File: config.mk
export PLATFORM = sky130hd
export DESIGN_NAME = uart_command_receiver
export DESIGN_NICKNAME = d
export VERILOG_FILES = /design/src/verilog/uart_command_receiver.v
export VERILOG_INCLUDE_DIRS = /design/src /design/src/verilog
export SDC_FILE = /design/constraint.sdc
export NUM_CORES = 1
export LEC_CHECK = 0
export BUFFER_PORTS_ARGS = -buffer_cell sky130_fd_sc_hd__buf_2
export CAP_MARGIN = 20
export CORE_MARGIN = 1
export CORE_UTILIZATION = 49
export CTS_BUF_LIST = sky130_fd_sc_hd__clkbuf_8
export CTS_CLUSTER_DIAMETER = 200
export DETAILED_ROUTE_END_ITERATION = 6
export GPL_TIMING_DRIVEN = 0
export PLACE_DENSITY = 0.7
export SLEW_MARGIN = 20
export SYNTH_ARGS = -nofsm -noshare
export SYNTH_HDL_FRONTEND = slang
export SYNTH_HIERARCHICAL = 1
export SYNTH_SLANG_ARGS = --single-unit
File: constraint.sdc
create_clock -name i_sys_clk -period 4 [get_ports i_sys_clk]
set_clock_uncertainty 0.05 [all_clocks]
set_input_delay 0.4 -clock i_sys_clk [delete_from_list [all_inputs] [get_ports i_sys_clk]]
set_output_delay 0.4 -clock i_sys_clk [all_outputs]
set_load 0.005 [all_outputs]
File: src/verilog/uart_cmd_regs.vh
// Function
// 115200 baud, start bit, 8 data bits LSB first, no parity, one stop, idle high
// Received command bytes wait in an eight byte first-in first-out store
// Reception runs in every running mode and every output pin mode
// Start bit read as 1 at its midpoint flags noise and drops the byte
// Stop bit missing at its sampling instant flags framing and drops the byte
// Byte arriving while the store is full flags overrun and is discarded
// Noise, framing or overrun also discards any pending address byte; code lets a byte decoded in the fault's cycle still use or set it
// Top bit 1 means address byte, 0 means parameter byte; check on parameter
// Parameter byte with no pending address raises a syntax error
// Parameter byte after an unusable address raises a syntax error
// Unconfigurable parameter value after a valid address raises a syntax error
// Syntax error discards both address and parameter, applying nothing
// Back to back address bytes raise no error; only the last stays pending
// Replies go out on the output pin only in its serial transmit mode
// A command selects one of three output pin modes
// Output pin starts in plain digital level mode
// Each error type gives a one-cycle indication
`ifndef UART_CMD_REGS_VH
`define UART_CMD_REGS_VH

// ****************************************
// Line timing
// ****************************************
`define UCR_CLK_HZ        250000000
`define UCR_BAUD_RATE     115200
`define UCR_BIT_CYCLES    (`UCR_CLK_HZ / `UCR_BAUD_RATE)
`define UCR_HALF_CYCLES   (`UCR_BIT_CYCLES / 2)
`define UCR_DATA_BITS     8
`define UCR_FIFO_DEPTH    8
`define UCR_TX_LAST       4'h9

// ****************************************
// Command layout
// ****************************************
`define UCR_ADDR_FLAG_BIT 7
`define UCR_ADDR_MODE     7'h00
`define UCR_ADDR_READ     7'h01
`define UCR_ADDR_SETTING  7'h02
`define UCR_PARAM_LIMIT   7'h03

// ****************************************
// Output pin modes
// ****************************************
`define UCR_MODE_DIGITAL  2'h0
`define UCR_MODE_PWM      2'h1
`define UCR_MODE_UART     2'h2

// ****************************************
// Read selectors
// ****************************************
`define UCR_READ_DETECT   2'h0
`define UCR_READ_MODE     2'h1
`define UCR_READ_SETTING  2'h2

`endif

File: src/verilog/uart_command_receiver.v
`timescale 1ns/1ns
`include "uart_cmd_regs.vh"

// ****************************************
// Byte store
// ****************************************
module cmd_fifo #(
    parameter WIDTH = 8,
    parameter DEPTH = 8,
    parameter AW    = 3
) (
    input  wire             i_sys_clk,
    input  wire             i_rst,
    input  wire             i_in_valid,
    output wire             o_in_ready,
    input  wire [WIDTH-1:0] i_in_data,
    output wire             o_out_valid,
    input  wire             i_out_ready,
    output wire [WIDTH-1:0] o_out_data
);
    reg [WIDTH-1:0] mem [0:DEPTH-1];
    reg [AW-1:0]    wr_ptr_reg;
    reg [AW-1:0]    rd_ptr_reg;
    reg [AW:0]      count_reg;
    wire            push;
    wire            pop;

    function [AW-1:0] ptr_inc;
        input [AW-1:0] p;
        begin
            if (p == DEPTH - 1)
                ptr_inc = {AW{1'b0}};
            else
                ptr_inc = p + 1'b1;
        end
    endfunction

    assign o_in_ready  = (count_reg != DEPTH);
    assign o_out_valid = (count_reg != {(AW+1){1'b0}});
    assign o_out_data  = mem[rd_ptr_reg];
    assign push        = i_in_valid & o_in_ready;
    assign pop         = o_out_valid & i_out_ready;

    always @(posedge i_sys_clk) begin
        if (push)
            mem[wr_ptr_reg] <= i_in_data;
    end

    always @(posedge i_sys_clk) begin
        if (i_rst) begin
            wr_ptr_reg <= {AW{1'b0}};
            rd_ptr_reg <= {AW{1'b0}};
            count_reg  <= {(AW+1){1'b0}};
        end else begin
            if (push)
                wr_ptr_reg <= ptr_inc(wr_ptr_reg);
            if (pop)
                rd_ptr_reg <= ptr_inc(rd_ptr_reg);
            if (push && !pop)
                count_reg <= count_reg + 1'b1;
            else if (pop && !push)
                count_reg <= count_reg - 1'b1;
        end
    end
endmodule

// ****************************************
// Command receiver
// ****************************************
module uart_command_receiver #(
    parameter BIT_CYCLES  = `UCR_BIT_CYCLES,
    parameter HALF_CYCLES = `UCR_HALF_CYCLES,
    parameter FIFO_DEPTH  = `UCR_FIFO_DEPTH
) (
    input  wire       i_sys_clk,
    input  wire       i_rst,
    input  wire       i_uart_rx,
    input  wire       i_detect_level,
    input  wire       i_pwm_level,
    output reg        o_multimode_output_pin,
    output reg  [1:0] o_pin_mode,
    output reg  [6:0] o_setting_value,
    output reg        o_setting_strobe,
    output reg        o_noise_err,
    output reg        o_frame_err,
    output reg        o_overrun_err,
    output reg        o_syntax_err
);
    localparam [2:0] S_IDLE  = 3'h0;
    localparam [2:0] S_START = 3'h1;
    localparam [2:0] S_DATA  = 3'h2;
    localparam [2:0] S_STOP  = 3'h3;
    localparam [2:0] S_BREAK = 3'h4;
    localparam integer BIT_LOAD_I  = BIT_CYCLES - 1;
    localparam integer HALF_LOAD_I = HALF_CYCLES - 1;
    localparam integer LAST_BIT_I  = `UCR_DATA_BITS - 1;
    localparam [11:0]  BIT_LOAD    = BIT_LOAD_I[11:0];
    localparam [11:0]  HALF_LOAD   = HALF_LOAD_I[11:0];
    localparam [2:0]   LAST_BIT    = LAST_BIT_I[2:0];

    reg        rx_meta_reg;
    reg        rx_sync_reg;
    reg [2:0]  state_reg;
    reg [11:0] baud_cnt_reg;
    reg [2:0]  bit_idx_reg;
    reg [7:0]  shift_reg;
    reg        byte_valid_reg;
    reg [7:0]  byte_reg;
    wire       fifo_in_ready;
    wire       fifo_out_valid;
    wire [7:0] fifo_out_data;
    wire       cmd_ready;
    wire       cmd_pop;
    reg        pend_valid_reg;
    reg [6:0]  pend_addr_reg;
    reg        tx_busy_reg;
    reg [9:0]  tx_shift_reg;
    reg [11:0] tx_cnt_reg;
    reg [3:0]  tx_bits_reg;
    reg [7:0]  reply;
    wire       rx_fault;

    // ****************************************
    // Receive line
    // ****************************************
    // Nothing here looks at running mode or pin mode, so commands always land
    always @(posedge i_sys_clk) begin
        if (i_rst) begin
            rx_meta_reg <= 1'b1;
            rx_sync_reg <= 1'b1;
        end else begin
            rx_meta_reg <= i_uart_rx;
            rx_sync_reg <= rx_meta_reg;
        end
    end

    always @(posedge i_sys_clk) begin
        if (i_rst) begin
            state_reg      <= S_IDLE;
            baud_cnt_reg   <= 12'h000;
            bit_idx_reg    <= 3'h0;
            shift_reg      <= 8'h00;
            byte_valid_reg <= 1'b0;
            byte_reg       <= 8'h00;
            o_noise_err    <= 1'b0;
            o_frame_err    <= 1'b0;
        end else begin
            byte_valid_reg <= 1'b0;
            o_noise_err    <= 1'b0;
            o_frame_err    <= 1'b0;
            if (baud_cnt_reg != 12'h000)
                baud_cnt_reg <= baud_cnt_reg - 1'b1;
            case (state_reg)
                S_IDLE: begin
                    if (!rx_sync_reg) begin
                        state_reg    <= S_START;
                        baud_cnt_reg <= HALF_LOAD;
                    end
                end
                S_START: begin
                    if (baud_cnt_reg == 12'h000) begin
                        if (rx_sync_reg) begin
                            o_noise_err <= 1'b1;
                            state_reg   <= S_IDLE;
                        end else begin
                            state_reg    <= S_DATA;
                            baud_cnt_reg <= BIT_LOAD;
                            bit_idx_reg  <= 3'h0;
                        end
                    end
                end
                S_DATA: begin
                    if (baud_cnt_reg == 12'h000) begin
                        shift_reg    <= {rx_sync_reg, shift_reg[7:1]};
                        bit_idx_reg  <= bit_idx_reg + 1'b1;
                        baud_cnt_reg <= BIT_LOAD;
                        if (bit_idx_reg == LAST_BIT)
                            state_reg <= S_STOP;
                    end
                end
                S_STOP: begin
                    if (baud_cnt_reg == 12'h000) begin
                        if (rx_sync_reg) begin
                            byte_valid_reg <= 1'b1;
                            byte_reg       <= shift_reg;
                            state_reg      <= S_IDLE;
                        end else begin
                            o_frame_err <= 1'b1;
                            state_reg   <= S_BREAK;
                        end
                    end
                end
                S_BREAK: begin
                    // A held-low line must go high first, or it would fake a start
                    if (rx_sync_reg)
                        state_reg <= S_IDLE;
                end
                default: begin
                    state_reg <= S_IDLE;
                end
            endcase
        end
    end

    always @(posedge i_sys_clk) begin
        if (i_rst)
            o_overrun_err <= 1'b0;
        else
            o_overrun_err <= byte_valid_reg & ~fifo_in_ready;
    end

    // ****************************************
    // Byte store
    // ****************************************
    cmd_fifo #(
        .WIDTH (8),
        .DEPTH (FIFO_DEPTH),
        .AW    (3)
    ) u_fifo (
        .i_sys_clk   (i_sys_clk),
        .i_rst       (i_rst),
        .i_in_valid  (byte_valid_reg),
        .o_in_ready  (fifo_in_ready),
        .i_in_data   (byte_reg),
        .o_out_valid (fifo_out_valid),
        .i_out_ready (cmd_ready),
        .o_out_data  (fifo_out_data)
    );

    // ****************************************
    // Command interpreter
    // ****************************************
    // A reply in flight stalls decoding; bytes arriving meanwhile wait in the store
    assign cmd_ready = ~tx_busy_reg;
    assign cmd_pop   = fifo_out_valid & cmd_ready;
    assign rx_fault  = o_noise_err | o_frame_err | o_overrun_err;

    always @* begin
        case (fifo_out_data[1:0])
            `UCR_READ_DETECT:  reply = {7'h00, i_detect_level};
            `UCR_READ_MODE:    reply = {6'h00, o_pin_mode};
            default:           reply = {1'b0, o_setting_value};
        endcase
    end

    always @(posedge i_sys_clk) begin
        if (i_rst) begin
            pend_valid_reg   <= 1'b0;
            pend_addr_reg    <= 7'h00;
            o_pin_mode       <= `UCR_MODE_DIGITAL;
            o_setting_value  <= 7'h00;
            o_setting_strobe <= 1'b0;
            o_syntax_err     <= 1'b0;
            tx_busy_reg      <= 1'b0;
            tx_shift_reg     <= 10'h3ff;
            tx_cnt_reg       <= 12'h000;
            tx_bits_reg      <= 4'h0;
        end else begin
            o_setting_strobe <= 1'b0;
            o_syntax_err     <= 1'b0;
            if (rx_fault)
                pend_valid_reg <= 1'b0;
            if (cmd_pop) begin
                if (fifo_out_data[`UCR_ADDR_FLAG_BIT]) begin
                    pend_valid_reg <= 1'b1;
                    pend_addr_reg  <= fifo_out_data[6:0];
                end else begin
                    pend_valid_reg <= 1'b0;
                    if (!pend_valid_reg) begin
                        o_syntax_err <= 1'b1;
                    end else begin
                        case (pend_addr_reg)
                            `UCR_ADDR_MODE: begin
                                if (fifo_out_data[6:0] < `UCR_PARAM_LIMIT)
                                    o_pin_mode <= fifo_out_data[1:0];
                                else
                                    o_syntax_err <= 1'b1;
                            end
                            `UCR_ADDR_READ: begin
                                if (fifo_out_data[6:0] >= `UCR_PARAM_LIMIT) begin
                                    o_syntax_err <= 1'b1;
                                end else if (o_pin_mode == `UCR_MODE_UART) begin
                                    tx_busy_reg  <= 1'b1;
                                    tx_shift_reg <= {1'b1, reply, 1'b0};
                                    tx_cnt_reg   <= BIT_LOAD;
                                    tx_bits_reg  <= 4'h0;
                                end
                            end
                            `UCR_ADDR_SETTING: begin
                                o_setting_value  <= fifo_out_data[6:0];
                                o_setting_strobe <= 1'b1;
                            end
                            default: begin
                                o_syntax_err <= 1'b1;
                            end
                        endcase
                    end
                end
            end
            // ****************************************
            // Reply transmitter
            // ****************************************
            if (tx_busy_reg) begin
                if (tx_cnt_reg != 12'h000) begin
                    tx_cnt_reg <= tx_cnt_reg - 1'b1;
                end else begin
                    tx_shift_reg <= {1'b1, tx_shift_reg[9:1]};
                    tx_cnt_reg   <= BIT_LOAD;
                    tx_bits_reg  <= tx_bits_reg + 1'b1;
                    if (tx_bits_reg == `UCR_TX_LAST)
                        tx_busy_reg <= 1'b0;
                end
            end
        end
    end

    // ****************************************
    // Output pin
    // ****************************************
    always @(posedge i_sys_clk) begin
        if (i_rst) begin
            o_multimode_output_pin <= 1'b0;
        end else begin
            case (o_pin_mode)
                `UCR_MODE_PWM:  o_multimode_output_pin <= i_pwm_level;
                `UCR_MODE_UART: o_multimode_output_pin <= tx_shift_reg[0];
                default:        o_multimode_output_pin <= i_detect_level;
            endcase
        end
    end
endmodule

==> summary.md, run 1 <==
| Metric | Value |
|---|---|
| Area delta synth->final | 11.2% |
| Net switching power | 1.35 mW |
| Number of flops mapped to enable cells by yosys | 64 |
| Total placed instance area | 0.00735 mm^2 |
| DRT Wirelength | 14400 um |
| GRT Total Usage | 21.1% |
| TritonCTS Buffers | 17 |
| First-iteration detailed-routing DRC count | 340 |
| Max Root-Sink Buffers | 2 |
| Syn Inst Count | 605 |
| IO Count | 20 |
| Synthesized area | 0.00699 mm^2 |
| Most common library cells after synthesis | dfxtp_1, nor2_1, edfxtp_1 |
| Top sig layer | met4 |
| Setup_tns | 0 ns |
| Period minus WS final | 3.53 ns |
| CP arrival | 3.83 ns |
| Sequential area share after synthesis | 56.1% |
| Core area | 0.0139 mm^2 |
| Ratio of cells with drive above 1 in the final layout | 14.2% |
| DRT Pass-1 Iters | 5 |
| Sw frac | 30.9% |
| Comb pwr share | 25.8% |
| Post-CTS Hold Buffers | 0 |
| Gr ovfl total | 0 |
| PD cells | 563 mW/mm^2 |
| Ys flop type | dfxtp_1 |
| Cell Count Post-Placement | 805 |
| Initial antenna violation count | 0 |
| Clk network pwr share | 29.2% |
| Die area | 0.0148 mm^2 |
| H-tree Lvls | 4 |
| Multi-input gate area | 0.00289 mm^2 |
| Tcrit/Tclk final | 88.3% |
| Max-Slew Margin vs Limit | 41.8% |
| Root Driver | clkbuf_8 |
| Syn_nets | 628 |
| Post-CTS Setup Inserts | 0 |
| Class of the worst hold path | in -> reg |
| Die height | 121 um |
| Filler Cells Inserted | 1143 |
| Async SR Flop Fraction | 0% |
| IO buf count | 19 |
| Worst-margin pin slew | 0.866 ns |
| Yosys reg bits | 164 |
| First-pass GRT wire length | 23900 um |
| Cell mode on critical path | buf_2 |
| Initial Util | 50.4% |
| Reg area | 0.00392 mm^2 |
| Slowest CP cell | nor4_1 |
| Reg power frac | 45.0% |
| Lkg Pwr | 2.85 nW |
| VDD IR max | 0.257 mV |
| Yosys top cell by area | dfxtp_1 |
| Synth top area cells | dfxtp_1, edfxtp_1, mux4_1 |
| Cell with the most instances after synthesis | dfxtp_1 |
| Largest delay share family, worst path | buffers and inverters |
| Largest stage delay, worst path | 0.44 ns |
| Worst-skew pair later-pin latency | 0.45 ns |
| Post-Layout Cell Count | 837 |
| Syn Area/Cell | 11.6 um^2 |
| Vias in the first global route | 4820 |
| Nets | 667 |
| Post-synthesis cell type count | 66 |
| Unrepaired setup endpoints after global routing | false |
| Kind of start point of the critical path | register |
| Clock transition at the registers of the reported paths | 0.09 ns |
| DRC | 0 |
| DIE WIDTH | 121 um |
| WL met2 | 7050 um |
| Vias per cell | 5.72 |
| Largest net degree at the start of global routing | 17 |
| Max reg flops | 64 |
| Total Power | 4.38 mW |
| Worst Setup Path Type | reg -> reg |
| Synth warn | 6 |
| HPWL after detailed placement | 10200 um |
| Post-route cell area | 0.00778 mm^2 |
| N_diodes | 0 |
| Max Transition Viols Final | 0 |
| Clock tree from TritonCTS | built |
| # resized after CTS | 0 |
| Worst path depth | 10 |
| P_int | 3.02 mW |
| Average wire per cell in the routed design | 17.2 um |
| M1 WL | 6530 um |
| Antenna Nets Post-Route | 0 |
| CP required | 4.30 ns |
| Met3 wire length | 533 um |
| Vias | 4789 |
| R2r worst-path depth | 10 |
| Crit-path cells | clkbuf_1 -> buf_2 -> mux4_2 -> mux2_2 -> a211oi_1 -> nand2_1 -> nor4_1 -> buf_2 -> nor3_1 -> a311oi_1 |
| Hold depth | 2 |
| CP Capture Type | register |
| CTS Sinks | 164 |
| Fmax | 283 MHz |
| Final hold vios | 0 |
| Routability cong. | 0.811 |
| Site Rows | 43 |
| Run status | completed |
| Final Setup Violations | 0 |
| Critical path peak fanout | 10 |
| Max_cap viols | 0 |
| Top-area cell type share of the netlist area | 28.6% |
| Buf/Inv on CP | 3 |
final timing paths:
check	start	to	slack, ns
setup / recovery	register	tx_cnt_reg[11]$_SDFFE_PP0P_	0.47
hold / removal	i_uart_rx	rx_meta_reg$_SDFF_PP1_	0.08
setup reg to reg	register	tx_cnt_reg[11]$_SDFFE_PP0P_	0.47
hold reg to reg	rx_meta_reg$_SDFF_PP1_	rx_sync_reg$_SDFF_PP1_	0.38
kinds of logic (layout without fill, tap and decap cells):
group / after synthesis / count (layout) / share of synthesized area, %
flops: 164 / 164 / 56.1
xor+xnor: 10 / 10 / 1.25
mux: 58 / 58 / 12.1
compound gates: 86 / 86 / 8.07
buf+inv: 46 / 98 / 3.01
fa+ha+maj: 18 / 18 / 3.33
simple gates: 223 / 223 / 16.1
per-stage QoR:
step	hold slack (ns)	worst slack (ns)	util [%]
2_1_floorplan	0.339	1.10	-
3_3_place_gp	0.348	0.556	52.7
3_5_place_dp	0.359	0.530	52.9
4_1_cts	0.0644	0.488	56.0
5_1_grt	0.0808	0.189	56.0
6_report	0.0809	0.469	56.0
layout make-up:
cell class / instances / share of cell area (%)
repair buffers: 20 / 1.29
clock buffers: 19 / 3.36
multi-input cells: 395 / 37.1
inverters: 16 / 0.772
flip-flops and latches: 164 / 50.4
well taps: 180 / 2.90
plain buffers: 30 / 1.93
clock inverters: 13 / 2.20
power groups by stage:
stage,Combinational (mW),Clock (mW),Sequential (mW)
floorplan,0.889,0,1.98
global placement,1.07,0,2.00
detailed placement,1.12,0,2.01
CTS,1.12,1.29,1.97
global route,1.24,1.36,1.99
finish,1.13,1.28,1.97
per-layer routing:
layer	GRT usage [%]	vias to the layer above
met1	26.9	2331
met3	4.04	23
li1	-	2326
met5	0	-
met4	9.41	0
met2	34.7	109
placed cells by master, fill, tap and decap left out, types with 4 or more instances in the layout:
cell	instances
dfxtp_1	100
nor2_1	69
edfxtp_1	64
nand2_1	46
a21oi_1	40
mux2i_1	33
buf_2	25
nor3_1	22
clkbuf_1	19
clkbuf_8	19
ha_1	17
inv_1	15
mux4_1	15
nand3_1	14
mux2_2	9
nor4_1	8
nand4_1	7
xnor2_1	6
nand2b_1	6
a31oi_1	6
a211oi_1	5
nor3_2	5
nor2b_1	5
o21ai_0	5
a22oi_1	5
a311oi_1	5
and2_1	5
or4_1	4
xor2_1	4
clkinvlp_4	4
worst register-to-register path: stages (launching register included):
cell      delay (ns)
dfxtp_1         0.32
clkbuf_1        0.32
buf_2           0.34
mux4_2          0.35
mux2_2          0.35
a211oi_1        0.36
nand2_1         0.15
nor4_1          0.44
buf_2           0.38
nor3_1          0.09
a311oi_1        0.27
Power figures use the tool's default switching activity.
==> inputs of run 2 (changes only) <==
- PLACE_DENSITY: 0.7 -> 0.73
==> run 2 against run 1 <==
Net effect: final area decreased by 0.68%; maximum frequency rose by 1.4%; core utilization decreased by 0.38 points; flip-flop and latch count is the same; non-clock buffer count rose by 1; combinational power barely moved; die area unchanged; hold slack lost 0.015 ns; routed wire length up 2.2%; clock power decreased by 13%; critical path type unchanged; critical endpoint is now tx_shift_reg[3]$_SDFF_PP1_.
==> summary.md, run 2 (synthesis results as in run 1) <==
| Metric | Value |
|---|---|
| Commonest non-fill, non-tap cell in the layout | dfxtp_1 |
| H-tree Lvls | 4 |
| Kind of start point of the critical path | register |
| HPWL after detailed placement | 10200 um |
| Worst Setup Path Type | reg -> reg |
| WHS | 0.0655 ns |
| Die height | 121 um |
| Class of the worst hold path | in -> reg |
| Worst-skew pair later-pin latency | 0.47 ns |
| R2r worst-path depth | 10 |
| Vias per cell | 5.77 |
| Max Transition Viols Final | 0 |
| Max Root-Sink Buffers | 2 |
| DRC | 0 |
| Unrepaired setup endpoints after global routing | false |
| Hold EP | rx_meta_reg$_SDFF_PP1_ |
| VDD IR max | 0.269 mV |
| Most frequent cells in the layout | dfxtp_1, nor2_1, edfxtp_1 |
| DRT Pass-1 Iters | 5 |
| Nets | 668 |
| Initial antenna violation count | 0 |
| Fin util | 55.7% |
| DIE WIDTH | 121 um |
| Antenna Nets Post-Route | 0 |
| Filler Cells Inserted | 1166 |
| PD cells | 549 mW/mm^2 |
| Max-Slew Margin vs Limit | 35.9% |
| DRT Wirelength | 14700 um |
| Die area | 0.0148 mm^2 |
| Run status | completed |
| Final Setup Violations | 0 |
| Max_cap viols | 0 |
| Gr ovfl total | 0 |
| Reg power frac | 46.5% |
| Core area | 0.0139 mm^2 |
| Site Rows | 43 |
| CP arrival | 3.76 ns |
| N_diodes | 0 |
| Final hold vios | 0 |
| Ratio of cells with drive above 1 in the final layout | 13.8% |
| Routability cong. | 0.844 |
| Fmax | 287 MHz |
| Sw frac | 32.0% |
| Initial Util | 50.4% |
| Clock tree from TritonCTS | built |
| First-pass GRT wire length | 23300 um |
| Setup_tns | 0 ns |
| IO buf count | 19 |
| Hold Startpoint | i_uart_rx |
| Worst-margin pin slew | 0.958 ns |
| Hold depth | 2 |
| GRT Total Usage | 21.2% |
| Largest net degree at the start of global routing | 17 |
| R2R Setup Slk | 0.52 ns |
| Post-CTS Setup Inserts | 0 |
| Period minus WS final | 3.48 ns |
| Max reg flops | 64 |
| Vias in the first global route | 4638 |
| Total Power | 4.24 mW |
| Root Driver | clkbuf_8 |
| Clk network pwr share | 26.5% |
| Crit-path cells | clkbuf_1 -> buf_2 -> mux4_2 -> mux2_2 -> a211oi_1 -> nand2_1 -> nor4_1 -> buf_2 -> mux2i_1 -> a21oi_1 |
| Slowest CP cell | nor4_1 |
| Comb pwr share | 27.0% |
| Area delta synth->final | 10.5% |
| First-iteration detailed-routing DRC count | 443 |
| Pre-CTS WS | 0.544 ns |
| Post-CTS Hold Buffers | 0 |
| Setup ws final | 0.519 ns |
| IO Count | 20 |
| CTS Sinks | 164 |
| CP Capture Type | register |
| Cell mode on critical path | buf_2 |
| CP required | 4.28 ns |
| Tcrit/Tclk final | 87.0% |
| Net switching power | 1.36 mW |
| Vias | 4832 |
| Lkg Pwr | 2.84 nW |
| Reg-to-Reg End | tx_shift_reg[3]$_SDFF_PP1_ |
| Largest stage delay, worst path | 0.45 ns |
| TritonCTS Buffers | 17 |
| Critical path peak fanout | 10 |
| # resized after CTS | 0 |
| Clock transition at the registers of the reported paths | 0.08 ns |
| P_int | 2.88 mW |
| Average wire per cell in the routed design | 17.6 um |
run 2: changes by cell type in the layout (fill, tap and decap cells not counted), sizes merged:
cell	change
clkinv	+6
buf	+1
clkinvlp	-3
inv	-1
bufinv	-2
run 2: routing by layer:
layer | global-route usage [%] | up-vias | share of wire [%]
li1 | - | 2315 | -
met1 | 25.7 | 2325 | 43
met2 | 34.0 | 161 | 49
met3 | 5.97 | 31 | 5.9
met4 | 12.0 | 0 | 2.6
met5 | 0 | - | 0
run 2: cell type report:
class	instances	area, um^2	area share, %
repair buffers	21	110	1.43
plain buffers	30	150	1.94
multi-input cells	395	2890	37.4
well taps	180	225	2.91
clock inverters	13	109	1.41
clock buffers	19	262	3.38
inverters	16	60.1	0.777
flip-flops and latches	164	3920	50.8
run 2: critical path, delay by kind of cell, from the launching register on:
family          cells  cell delay (ns)
simple gates        2             0.61
compound gates      2             0.45
flops               1             0.32
mux                 3             0.92
buf+inv             3             1.01
run 2: power by group through the flow:
stage | registers [mW] | logic, mW | clock network (mW)
floorplan | 1.98 | 0.889 | 0
finish | 1.97 | 1.14 | 1.12
global route | 1.99 | 1.25 | 1.22
CTS | 1.97 | 1.13 | 1.14
detailed placement | 2.01 | 1.13 | 0
global placement | 2.00 | 1.07 | 0
run 2: metrics by stage:
| stage | instances | instance area [um^2] |
|---|---|---|
| after detailed placement | 806 | 7360 |
| after global routing | 838 | 7730 |
| after floorplan | 605 | 6990 |
| after global placement | 804 | 7310 |
| after CTS | 838 | 7730 |
| final | 838 | 7730 |
run 2: how the worst max path moves through the flow:
stage	from	to	slack, ns	cells after the start
finish	register	tx_shift_reg[3]$_SDFF_PP1_	0.52	10
CTS	register	tx_shift_reg[3]$_SDFF_PP1_	0.52	10
detailed placement	register	tx_shift_reg[3]$_SDFF_PP1_	0.54	10
global route	register	tx_shift_reg[3]$_SDFF_PP1_	0.17	10
floorplan	register	tx_shift_reg[3]$_SDFF_PP1_	1.10	10
global placement	register	tx_shift_reg[5]$_SDFF_PP1_	0.63	10
